==> src/rtl/dcac_pkg.sv <==
// Constants and types shared by the drive command interpreter and its analog channels
package dcac_pkg;
    // Two-letter command codes, ASCII high letter first
    localparam logic [15:0] CMD_RAMP      = 16'h4143;
    localparam logic [15:0] CMD_DEADBAND  = 16'h4144;
    localparam logic [15:0] CMD_SMOOTH    = 16'h4146;
    localparam logic [15:0] CMD_PERSIST   = 16'h5341;
    localparam logic [15:0] CMD_REG_LOAD  = 16'h524C;
    localparam logic [15:0] CMD_REG_FETCH = 16'h5258;

    // Ramp rate held as a count of 0.167 rps/s steps (0.167 to 5461.067 rps/s)
    localparam logic [15:0] ACC_MIN       = 16'h0001;
    localparam logic [15:0] ACC_MAX       = 16'h7FBD;
    localparam logic [15:0] ACC_RESET     = 16'h0258;
    // Acceleration data register counts quarter steps
    localparam int unsigned ACC_REG_SHIFT = 2;

    // Deadband in millivolts, 0 to 255, per channel
    localparam logic [7:0]  DB_RESET      = 8'h00;
    localparam logic [1:0]  CHAN_FIRST    = 2'h1;
    localparam logic [1:0]  CHAN_LAST     = 2'h3;
    localparam int unsigned NUM_CHAN      = 3;

    // Smoothing setting, 0 bypasses; coefficient is capped above the knee
    localparam logic [15:0] FILT_MAX      = 16'h7FFF;
    localparam logic [15:0] FILT_CAP      = 16'h6E6F;
    localparam logic [15:0] FILT_RESET    = 16'h0000;
    localparam int unsigned FILT_FRAC     = 15;

    // Analog positioning mode number
    localparam logic [7:0]  MODE_ANALOG_POS = 8'h16;

    // Data register indices
    localparam logic [7:0]  REG_IDX_ACCEL  = 8'h11;
    localparam logic [7:0]  REG_IDX_ANALOG = 8'h2F;

    localparam int unsigned ADC_W   = 16;
    localparam int unsigned PARAM_W = 32;

    typedef enum logic [1:0] {
        USE_READ_ONLY  = 2'h0,
        USE_READ_WRITE = 2'h1,
        USE_WRITE_ONLY = 2'h2
    } dcac_usage_t;

    typedef enum logic [1:0] {
        ST_IDLE = 2'b00,
        ST_EXEC = 2'b01
    } dcac_state_t;
endpackage

==> src/rtl/dcac_chan.sv <==
// One analog channel: single-pole smoothing, zero shift and deadband or hysteresis
`timescale 1ns/1ns
module dcac_chan
    import dcac_pkg::*;
(
    // Clock and reset
    input  wire logic                    clk,
    input  wire logic                    rst,
    // Sample stream
    input  wire logic                    sampleValid,
    input  wire logic signed [ADC_W-1:0] sample,
    input  wire logic signed [ADC_W-1:0] zeroPoint,
    // Settings
    input  wire logic [15:0]             smoothSetting,
    input  wire logic [7:0]              deadband,
    input  wire logic                    hystMode,
    // Conditioned value
    output logic signed [ADC_W:0]        condOut_q
);
    logic signed [31:0]    acc_q;
    logic signed [31:0]    acc_d;
    logic signed [ADC_W:0] cond_d;
    logic signed [31:0]    target;
    logic signed [32:0]    diff;
    logic signed [48:0]    prod;
    logic [15:0]           coef;
    logic signed [ADC_W:0] centered;
    logic [ADC_W:0]        mag;
    logic signed [ADC_W+1:0] drift;
    logic [ADC_W+1:0]      driftMag;
    logic signed [ADC_W-1:0] filt;

    assign filt = acc_q[30:15];

    always_comb begin
        target   = {{1{sample[ADC_W-1]}}, sample, 15'h0000};
        diff     = 33'(target) - 33'(acc_q);
        // Beyond the knee the pole barely moves, so the coefficient saturates
        coef     = (smoothSetting > FILT_CAP) ? FILT_CAP : smoothSetting;
        prod     = 49'(diff) * 49'($signed({1'b0, coef}));
        acc_d    = acc_q;
        if (sampleValid) begin
            if (smoothSetting == 16'h0000) begin
                acc_d = target;
            end else begin
                acc_d = acc_q + 32'(prod >>> FILT_FRAC);
            end
        end
        centered = 17'(filt) - 17'(zeroPoint);
        mag      = centered[ADC_W] ? 17'(-centered) : 17'(centered);
        drift    = 18'(centered) - 18'(condOut_q);
        driftMag = drift[ADC_W+1] ? 18'(-drift) : 18'(drift);
        if (hystMode) begin
            // Follows only once the input has moved more than the deadband value away from the held output
            cond_d = (driftMag > {10'h000, deadband}) ? centered : condOut_q;
        end else begin
            cond_d = (mag <= {9'h000, deadband}) ? 17'sh0_0000 : centered;
        end
    end

    always_ff @(posedge clk) begin
        if (rst) begin
            acc_q     <= 32'sh0000_0000;
            condOut_q <= 17'sh0_0000;
        end else begin
            acc_q     <= acc_d;
            condOut_q <= cond_d;
        end
    end
endmodule

==> src/rtl/dcac_cmd_top.sv <==
// Command interpreter for ramp rate, analog deadband and analog smoothing
`timescale 1ns/1ns
module dcac_cmd_top
    import dcac_pkg::*;
(
    // Clock and reset
    input  wire logic                    clk,
    input  wire logic                    rst,
    // Parsed command from the host link
    input  wire logic                    cmdValid,
    input  wire logic [15:0]             cmdCode,
    input  wire logic                    cmdHasParam,
    input  wire logic                    cmdHasParam2,
    input  wire logic signed [31:0]      cmdParam1,
    input  wire logic signed [31:0]      cmdParam2,
    output logic                         cmdReady_q,
    // Reply and command class
    output logic                         rspValid_q,
    output logic [15:0]                  rspCode_q,
    output logic signed [31:0]           rspValue_q,
    output logic                         cmdErr_q,
    output logic                         cmdImmediate_q,
    output logic [1:0]                   cmdUsage_q,
    // Analog path
    input  wire logic [7:0]              controlModeSelect,
    input  wire logic                    adcValid,
    input  wire logic signed [ADC_W-1:0] adcCh1,
    input  wire logic signed [ADC_W-1:0] adcCh2,
    input  wire logic signed [ADC_W-1:0] zeroPoint,
    output logic signed [ADC_W:0]        analogCmd_q,
    // Working settings
    output logic [15:0]                  rampRateSetting_q,
    output logic [31:0]                  accelReg_q,
    output logic [15:0]                  inputSmoothingSetting_q,
    // Persistent copy
    output logic                         nvWrite_q,
    output logic [15:0]                  nvRampRate_q,
    output logic [15:0]                  nvSmoothing_q,
    output logic [NUM_CHAN*8-1:0]        nvDeadband_q
);
    dcac_state_t           state_q;
    dcac_state_t           state_d;
    logic [15:0]           code_q;
    logic [15:0]           code_d;
    logic                  hasP_q;
    logic                  hasP_d;
    logic                  hasP2_q;
    logic                  hasP2_d;
    logic signed [31:0]    par1_q;
    logic signed [31:0]    par1_d;
    logic signed [31:0]    par2_q;
    logic signed [31:0]    par2_d;
    logic                  ready_d;
    logic                  rspValid_d;
    logic [15:0]           rspCode_d;
    logic signed [31:0]    rspValue_d;
    logic                  err_d;
    logic                  imm_d;
    logic [1:0]            usage_d;
    logic [15:0]           ramp_d;
    logic [15:0]           smooth_d;
    logic [7:0]            db_q [NUM_CHAN];
    logic [7:0]            db_d [NUM_CHAN];
    logic                  nvWrite_d;
    logic                  p1Fits16;
    logic                  p2Fits8;
    logic                  exec;
    logic signed [ADC_W-1:0] diffSample;
    logic signed [ADC_W:0]   diffWide;
    logic signed [ADC_W-1:0] chanSample [NUM_CHAN];
    logic signed [ADC_W:0]   chanOut [NUM_CHAN];
    logic                  hystMode;

    assign exec     = (state_q == ST_EXEC);
    assign p1Fits16 = (par1_q[31:16] == 16'h0000);
    assign p2Fits8  = (par2_q[31:8] == 24'h00_0000);
    assign hystMode = (controlModeSelect == MODE_ANALOG_POS);

    // Differential channel saturates rather than wrapping
    always_comb begin
        diffWide = 17'(adcCh1) - 17'(adcCh2);
        if (diffWide[ADC_W] != diffWide[ADC_W-1]) begin
            diffSample = diffWide[ADC_W] ? 16'sh8000 : 16'sh7FFF;
        end else begin
            diffSample = diffWide[ADC_W-1:0];
        end
    end

    assign chanSample[0] = adcCh1;
    assign chanSample[1] = adcCh2;
    assign chanSample[2] = diffSample;

    genvar gi;
    generate
        for (gi = 0; gi < NUM_CHAN; gi++) begin : gChan
            dcac_chan uChan (
                .clk           (clk),
                .rst           (rst),
                .sampleValid   (adcValid),
                .sample        (chanSample[gi]),
                .zeroPoint     (zeroPoint),
                .smoothSetting (inputSmoothingSetting_q),
                .deadband      (db_q[gi]),
                .hystMode      (hystMode),
                .condOut_q     (chanOut[gi])
            );
        end
    endgenerate

    // Command sequencing and parameter store
    always_comb begin
        state_d    = state_q;
        code_d     = code_q;
        hasP_d     = hasP_q;
        hasP2_d    = hasP2_q;
        par1_d     = par1_q;
        par2_d     = par2_q;
        ready_d    = cmdReady_q;
        rspValid_d = 1'b0;
        rspCode_d  = rspCode_q;
        rspValue_d = rspValue_q;
        err_d      = 1'b0;
        imm_d      = cmdImmediate_q;
        usage_d    = cmdUsage_q;
        ramp_d     = rampRateSetting_q;
        smooth_d   = inputSmoothingSetting_q;
        db_d       = db_q;
        nvWrite_d  = 1'b0;
        unique case (state_q)
            ST_IDLE: begin
                ready_d = 1'b1;
                if (cmdValid && cmdReady_q) begin
                    code_d  = cmdCode;
                    hasP_d  = cmdHasParam;
                    hasP2_d = cmdHasParam && cmdHasParam2;
                    par1_d  = cmdParam1;
                    par2_d  = cmdParam2;
                    ready_d = 1'b0;
                    state_d = ST_EXEC;
                end
            end
            ST_EXEC: begin
                state_d   = ST_IDLE;
                ready_d   = 1'b1;
                rspCode_d = code_q;
                imm_d     = 1'b0;
                usage_d   = USE_READ_WRITE;
                unique case (code_q)
                    CMD_RAMP: begin
                        if (!hasP_q) begin
                            rspValid_d = 1'b1;
                            rspValue_d = 32'(rampRateSetting_q);
                        end else if (p1Fits16 && par1_q[15:0] >= ACC_MIN
                                     && par1_q[15:0] <= ACC_MAX) begin
                            ramp_d = par1_q[15:0];
                        end else begin
                            err_d = 1'b1;
                        end
                    end
                    CMD_DEADBAND: begin
                        if (!hasP_q) begin
                            rspValid_d = 1'b1;
                            rspValue_d = 32'(db_q[0]);
                        end else if (hasP2_q) begin
                            // Channel form: first parameter picks the input
                            if (par1_q >= 32'sd1 && par1_q <= 32'sd3 && p2Fits8) begin
                                db_d[par1_q[1:0] - CHAN_FIRST] = par2_q[7:0];
                            end else begin
                                err_d = 1'b1;
                            end
                        end else if (par1_q[31:8] == 24'h00_0000) begin
                            // Single form sets every channel alike
                            for (int i = 0; i < NUM_CHAN; i++) begin
                                db_d[i] = par1_q[7:0];
                            end
                        end else begin
                            err_d = 1'b1;
                        end
                    end
                    CMD_SMOOTH: begin
                        if (!hasP_q) begin
                            rspValid_d = 1'b1;
                            rspValue_d = 32'(inputSmoothingSetting_q);
                        end else if (p1Fits16 && par1_q[15:0] <= FILT_MAX) begin
                            smooth_d = par1_q[15:0];
                        end else begin
                            err_d = 1'b1;
                        end
                    end
                    CMD_PERSIST: begin
                        usage_d   = USE_WRITE_ONLY;
                        nvWrite_d = 1'b1;
                    end
                    CMD_REG_LOAD, CMD_REG_FETCH: begin
                        imm_d   = 1'b1;
                        usage_d = USE_READ_ONLY;
                        if (hasP_q && par1_q == 32'(REG_IDX_ACCEL)) begin
                            rspValid_d = 1'b1;
                            rspValue_d = accelReg_q;
                        end else if (hasP_q && par1_q == 32'(REG_IDX_ANALOG)) begin
                            rspValid_d = 1'b1;
                            rspValue_d = 32'(analogCmd_q);
                        end else begin
                            err_d = 1'b1;
                        end
                    end
                    default: begin
                        err_d = 1'b1;
                    end
                endcase
            end
            default: begin
                state_d = ST_IDLE;
            end
        endcase
    end

    always_ff @(posedge clk) begin
        if (rst) begin
            state_q                 <= ST_IDLE;
            code_q                  <= 16'h0000;
            hasP_q                  <= 1'b0;
            hasP2_q                 <= 1'b0;
            par1_q                  <= 32'sh0000_0000;
            par2_q                  <= 32'sh0000_0000;
            cmdReady_q              <= 1'b0;
            rspValid_q              <= 1'b0;
            rspCode_q               <= 16'h0000;
            rspValue_q              <= 32'sh0000_0000;
            cmdErr_q                <= 1'b0;
            cmdImmediate_q          <= 1'b0;
            cmdUsage_q              <= USE_READ_WRITE;
            rampRateSetting_q       <= ACC_RESET;
            accelReg_q              <= 32'(ACC_RESET) << ACC_REG_SHIFT;
            inputSmoothingSetting_q <= FILT_RESET;
            db_q                    <= '{default: DB_RESET};
            nvWrite_q               <= 1'b0;
            nvRampRate_q            <= ACC_RESET;
            nvSmoothing_q           <= FILT_RESET;
            nvDeadband_q            <= {NUM_CHAN{DB_RESET}};
            analogCmd_q             <= 17'sh0_0000;
        end else begin
            state_q                 <= state_d;
            code_q                  <= code_d;
            hasP_q                  <= hasP_d;
            hasP2_q                 <= hasP2_d;
            par1_q                  <= par1_d;
            par2_q                  <= par2_d;
            cmdReady_q              <= ready_d;
            rspValid_q              <= rspValid_d;
            rspCode_q               <= rspCode_d;
            rspValue_q              <= rspValue_d;
            cmdErr_q                <= err_d;
            cmdImmediate_q          <= imm_d;
            cmdUsage_q              <= usage_d;
            rampRateSetting_q       <= ramp_d;
            // Data register keeps its own finer units
            accelReg_q              <= 32'(ramp_d) << ACC_REG_SHIFT;
            inputSmoothingSetting_q <= smooth_d;
            db_q                    <= db_d;
            nvWrite_q               <= nvWrite_d;
            // Snapshot only on persist so working edits stay volatile
            if (nvWrite_d) begin
                nvRampRate_q  <= rampRateSetting_q;
                nvSmoothing_q <= inputSmoothingSetting_q;
                nvDeadband_q  <= {db_q[2], db_q[1], db_q[0]};
            end
            // Register mirrors the conditioned first input
            analogCmd_q             <= chanOut[0];
        end
    end
endmodule

==> config.mk <==
export PLATFORM = sky130hd
export DESIGN_NAME = dcac_cmd_top
export DESIGN_NICKNAME = d
export VERILOG_FILES = /design/src/rtl/dcac_pkg.sv /design/src/rtl/dcac_chan.sv /design/src/rtl/dcac_cmd_top.sv
export SDC_FILE = /design/constraint.sdc
export NUM_CORES = 2
export LEC_CHECK = 0
export BUFFER_PORTS_ARGS = -buffer_cell sky130_fd_sc_hd__buf_2
export CAP_MARGIN = 30
export CORE_UTILIZATION = 50
export CTS_CLUSTER_SIZE = 10
export DETAILED_ROUTE_END_ITERATION = 12
export GPL_TIMING_DRIVEN = 0
export PLACE_DENSITY = 0.78
export SETUP_SLACK_MARGIN = 0.05
export SLEW_MARGIN = 0
export SYNTH_ARGS = -nofsm -noshare
export SYNTH_HDL_FRONTEND = slang
export SYNTH_SLANG_ARGS = --single-unit
==> constraint.sdc <==
create_clock -name clk -period 18 [get_ports clk]
set_clock_uncertainty 0.1 [all_clocks]
set_input_delay 3.6 -clock clk [delete_from_list [all_inputs] [get_ports clk]]
set_output_delay 3.6 -clock clk [all_outputs]
set_load 0.005 [all_outputs]
==> reports/qor.csv <==
metric,value,unit
Layout Cells excl Fill,5289,
maximum operating frequency,0.0656,GHz
Remaining DRCs,0,
largest family of logic cells by synthesized area,adder cells,
number of synthesized register bits,303,
Slew headroom,29.8,%
initial antenna violation count,4,
GRT Residual Overflow,0,
dpl hpwl,91.5,mm
final WL,111,mm
"EDFF count, synth",0,
die area,69000,um^2
Final ANT Viol Nets,0,
Layout area overhead,11.7,%
post-synthesis compound-gate area fraction,12.2,%
Most used DFF post-synth,dfxtp_1,
layout cells sized above 1,10.8,%
Critical Path End Type,register,
Syn. warnings,0,
WP data required,18300,ps
total number of vias,30100,
"Data arrival, critical path",15530,ps
Tightest Pin Transition,1050,ps
drt first-iter violations,2750,
clk buf depth,3,
Fin. Hold Viols,0,
simple-gate share of the synthesized area,16.5,%
total power draw,2.11,mW
Hold Crit Class,reg -> reg,
first-pass GRT wire length,171,mm
Resized cells post-CTS,0,
post-route design area,38000,um^2
xor/xnor share of the synthesized area,4.01,%
VDD IR max,65.5,uV
total CTS buffers,37,
largest net degree at the start of global routing,16,
"Top cell by count, worst path",fa_1,
Nets,5244,
Port Buffers,300,
Overall Global Routing Usage,32.2,%
# setup viols final,0,
Max-Cap Viols,0,
area share of fa/ha/maj cells after synthesis,36.4,%
Vias/cell,5.70,
Final Critical Period,15240,ps
clock latency on the worst-skew pair,550,ps
"Seq/Total Area, Yosys",17.8,%
Syn Area/Cell,8.49,um^2
CP max stage delay,790,ps
Crit Path Category,in -> reg,
vias in the first global route,29900,
Worst path slowest cell,a2111oi_0,
leakage,18.0,nW
H-tree lvl count,2,
DP Worst Slack,2510,ps
Die Wd,263,um
DRT Pass-1 Iters,7,
Top Ports,334,
WL/cell,21.0,um
die height,263,um
setup bufs post-CTS,0,
clock-pin transition on the worst setup and hold timing paths,60,ps
CP max FO,10,
crit-path leading delay family,adder cells,
worst setup margin,2760,ps
CTS sink cnt,303,
GP Congestion,1.00,
worst path bufs/invs,6,
Initial Util,50.6,%
row count,95,
hold_buf cts,0,
Slew Limit Fails,0,
placed cell count,5236,
Root Buffer,clkbuf_16,
crit start category,input pin,
period utilization,84.7,%
"Async S/R FF share, synth",0,%
mux cell area share after synthesis,2.60,%
outcome,completed,
placed inst area,36900,um^2
core box area,67200,um^2
setup TNS,0,ps
Mapped Cells,4003,
post-synthesis cell type count,106,
CTS tree,yes,
synthesized area,34000,um^2
unrepaired setup endpoints after global routing,no,
pwr/cell area,55.7,nW/um^2
## layout make-up
type | count | area [um^2]
Fill cell | 6073 | 29200
Clock buffer | 42 | 976
Buffer | 211 | 1000
Tap cell | 873 | 1090
Inverter | 688 | 2580
Sequential cell | 303 | 6070
Antenna cell | 4 | 10.0
Multi-Input combinational cell | 2847 | 24500
Clock inverter | 4 | 58.8
Timing Repair Buffer | 317 | 1670
## tightest hold or removal path, stage by stage (launching register included)
cell and delay (ps):
dfxtp_1 300, nand2_1 50, a21oi_1 50
## per-stage QoR
stage / utilization [%] / hold WS (ps)
after floorplan: - / 332
after global placement: 54.7 / 340
after detailed placement: 54.9 / 344
after CTS: 56.5 / 351
after global routing: 56.5 / 364
final: 56.5 / 344
## kinds of logic after synthesis
group,after synthesis
compound gates,587
xor+xnor,154
fa+ha+maj,697
buf+inv,899
flops,303
mux,87
other cells,1
simple gates,1275
## cells in the final DEF, fill, tap and decap left out, drive strengths merged, types with 20 or more instances in the layout
cell type and n:
a211oi 28, mux2i 79, clkbuf 188, and2 20, nand2 541, o21ai 59
nand4 22, nor2b 45, inv 688, buf 382, ha 213, fa 484
xnor2 104, nor2 411, a21oi 192, dfxtp 303, conb 47, nand2b 36
a22o 98, nand3 49, o21a 24, nor4 31, a21o 28, xor2 50
nor3 37
## metal layers
metal / global-route usage [%] / wire length [um] / share of wire [%] / up-vias
met5: 0 / 10 / 0.0090 / -
met4: 14.7 / 5820 / 5.3 / 2
met3: 8.26 / 12300 / 11 / 340
met2: 50.3 / 49800 / 45 / 1578
met1: 41.8 / 43000 / 39 / 14700
li1: - / - / - / 13500
## power by group
group	switching (mW)	internal, mW
clock	0.282	0.394
sequential	0.0218	0.693
combinational	0.451	0.272
total	0.754	1.36
## state kept, by name, indices dropped and copies added (netlist names), 17 cells and up
register	count
rspValue_q	19
nvDeadband_q	24
db_q	24
analogCmd_q	17
par1_q	32
gChan.uChan.condOut_q	17
gChan.uChan.acc_q	32
par2_q	32
## Yosys cell counts (19+ instances only)
master / instances / area, um^2
a21o_1: 27 / 203
nand2_1: 541 / 2030
o21a_1: 24 / 180
xor2_1: 49 / 429
o21ai_0: 56 / 280
a21oi_1: 190 / 951
inv_1: 688 / 2580
nor2_1: 410 / 1540
nand2b_1: 36 / 225
dfxtp_1: 303 / 6070
mux2i_1: 79 / 791
a22o_1: 88 / 771
nor2b_1: 45 / 282
nor4_1: 30 / 188
xnor2_1: 103 / 902
ha_1: 213 / 2670
buf_4: 47 / 353
nand4_1: 21 / 131
a211oi_1: 27 / 203
and2_1: 19 / 119
nand3_1: 49 / 245
clkbuf_1: 144 / 541
fa_1: 484 / 9690
nor3_1: 37 / 185
## final timing paths
| path | startpoint | end | slack (ps) | cells past startpoint |
|---|---|---|---|---|
| min reg2reg | db_q[6]$_SDFFE_PP0P_ | nvDeadband_q[22]$_SDFFE_PP0P_ | 340 | 2 |
| max reg2reg | gChan[0].uChan.acc_q[0]$_SDFFE_PP0P_ | gChan[0].uChan.acc_q[31]$_SDFFE_PP0P_ | 4900 | 42 |
| max | adcCh1[0] | gChan[0].uChan.acc_q[31]$_SDFFE_PP0P_ | 2760 | 41 |
| min | db_q[6]$_SDFFE_PP0P_ | nvDeadband_q[22]$_SDFFE_PP0P_ | 340 | 2 |
No activity file was read; power rests on OpenSTA's default activity.
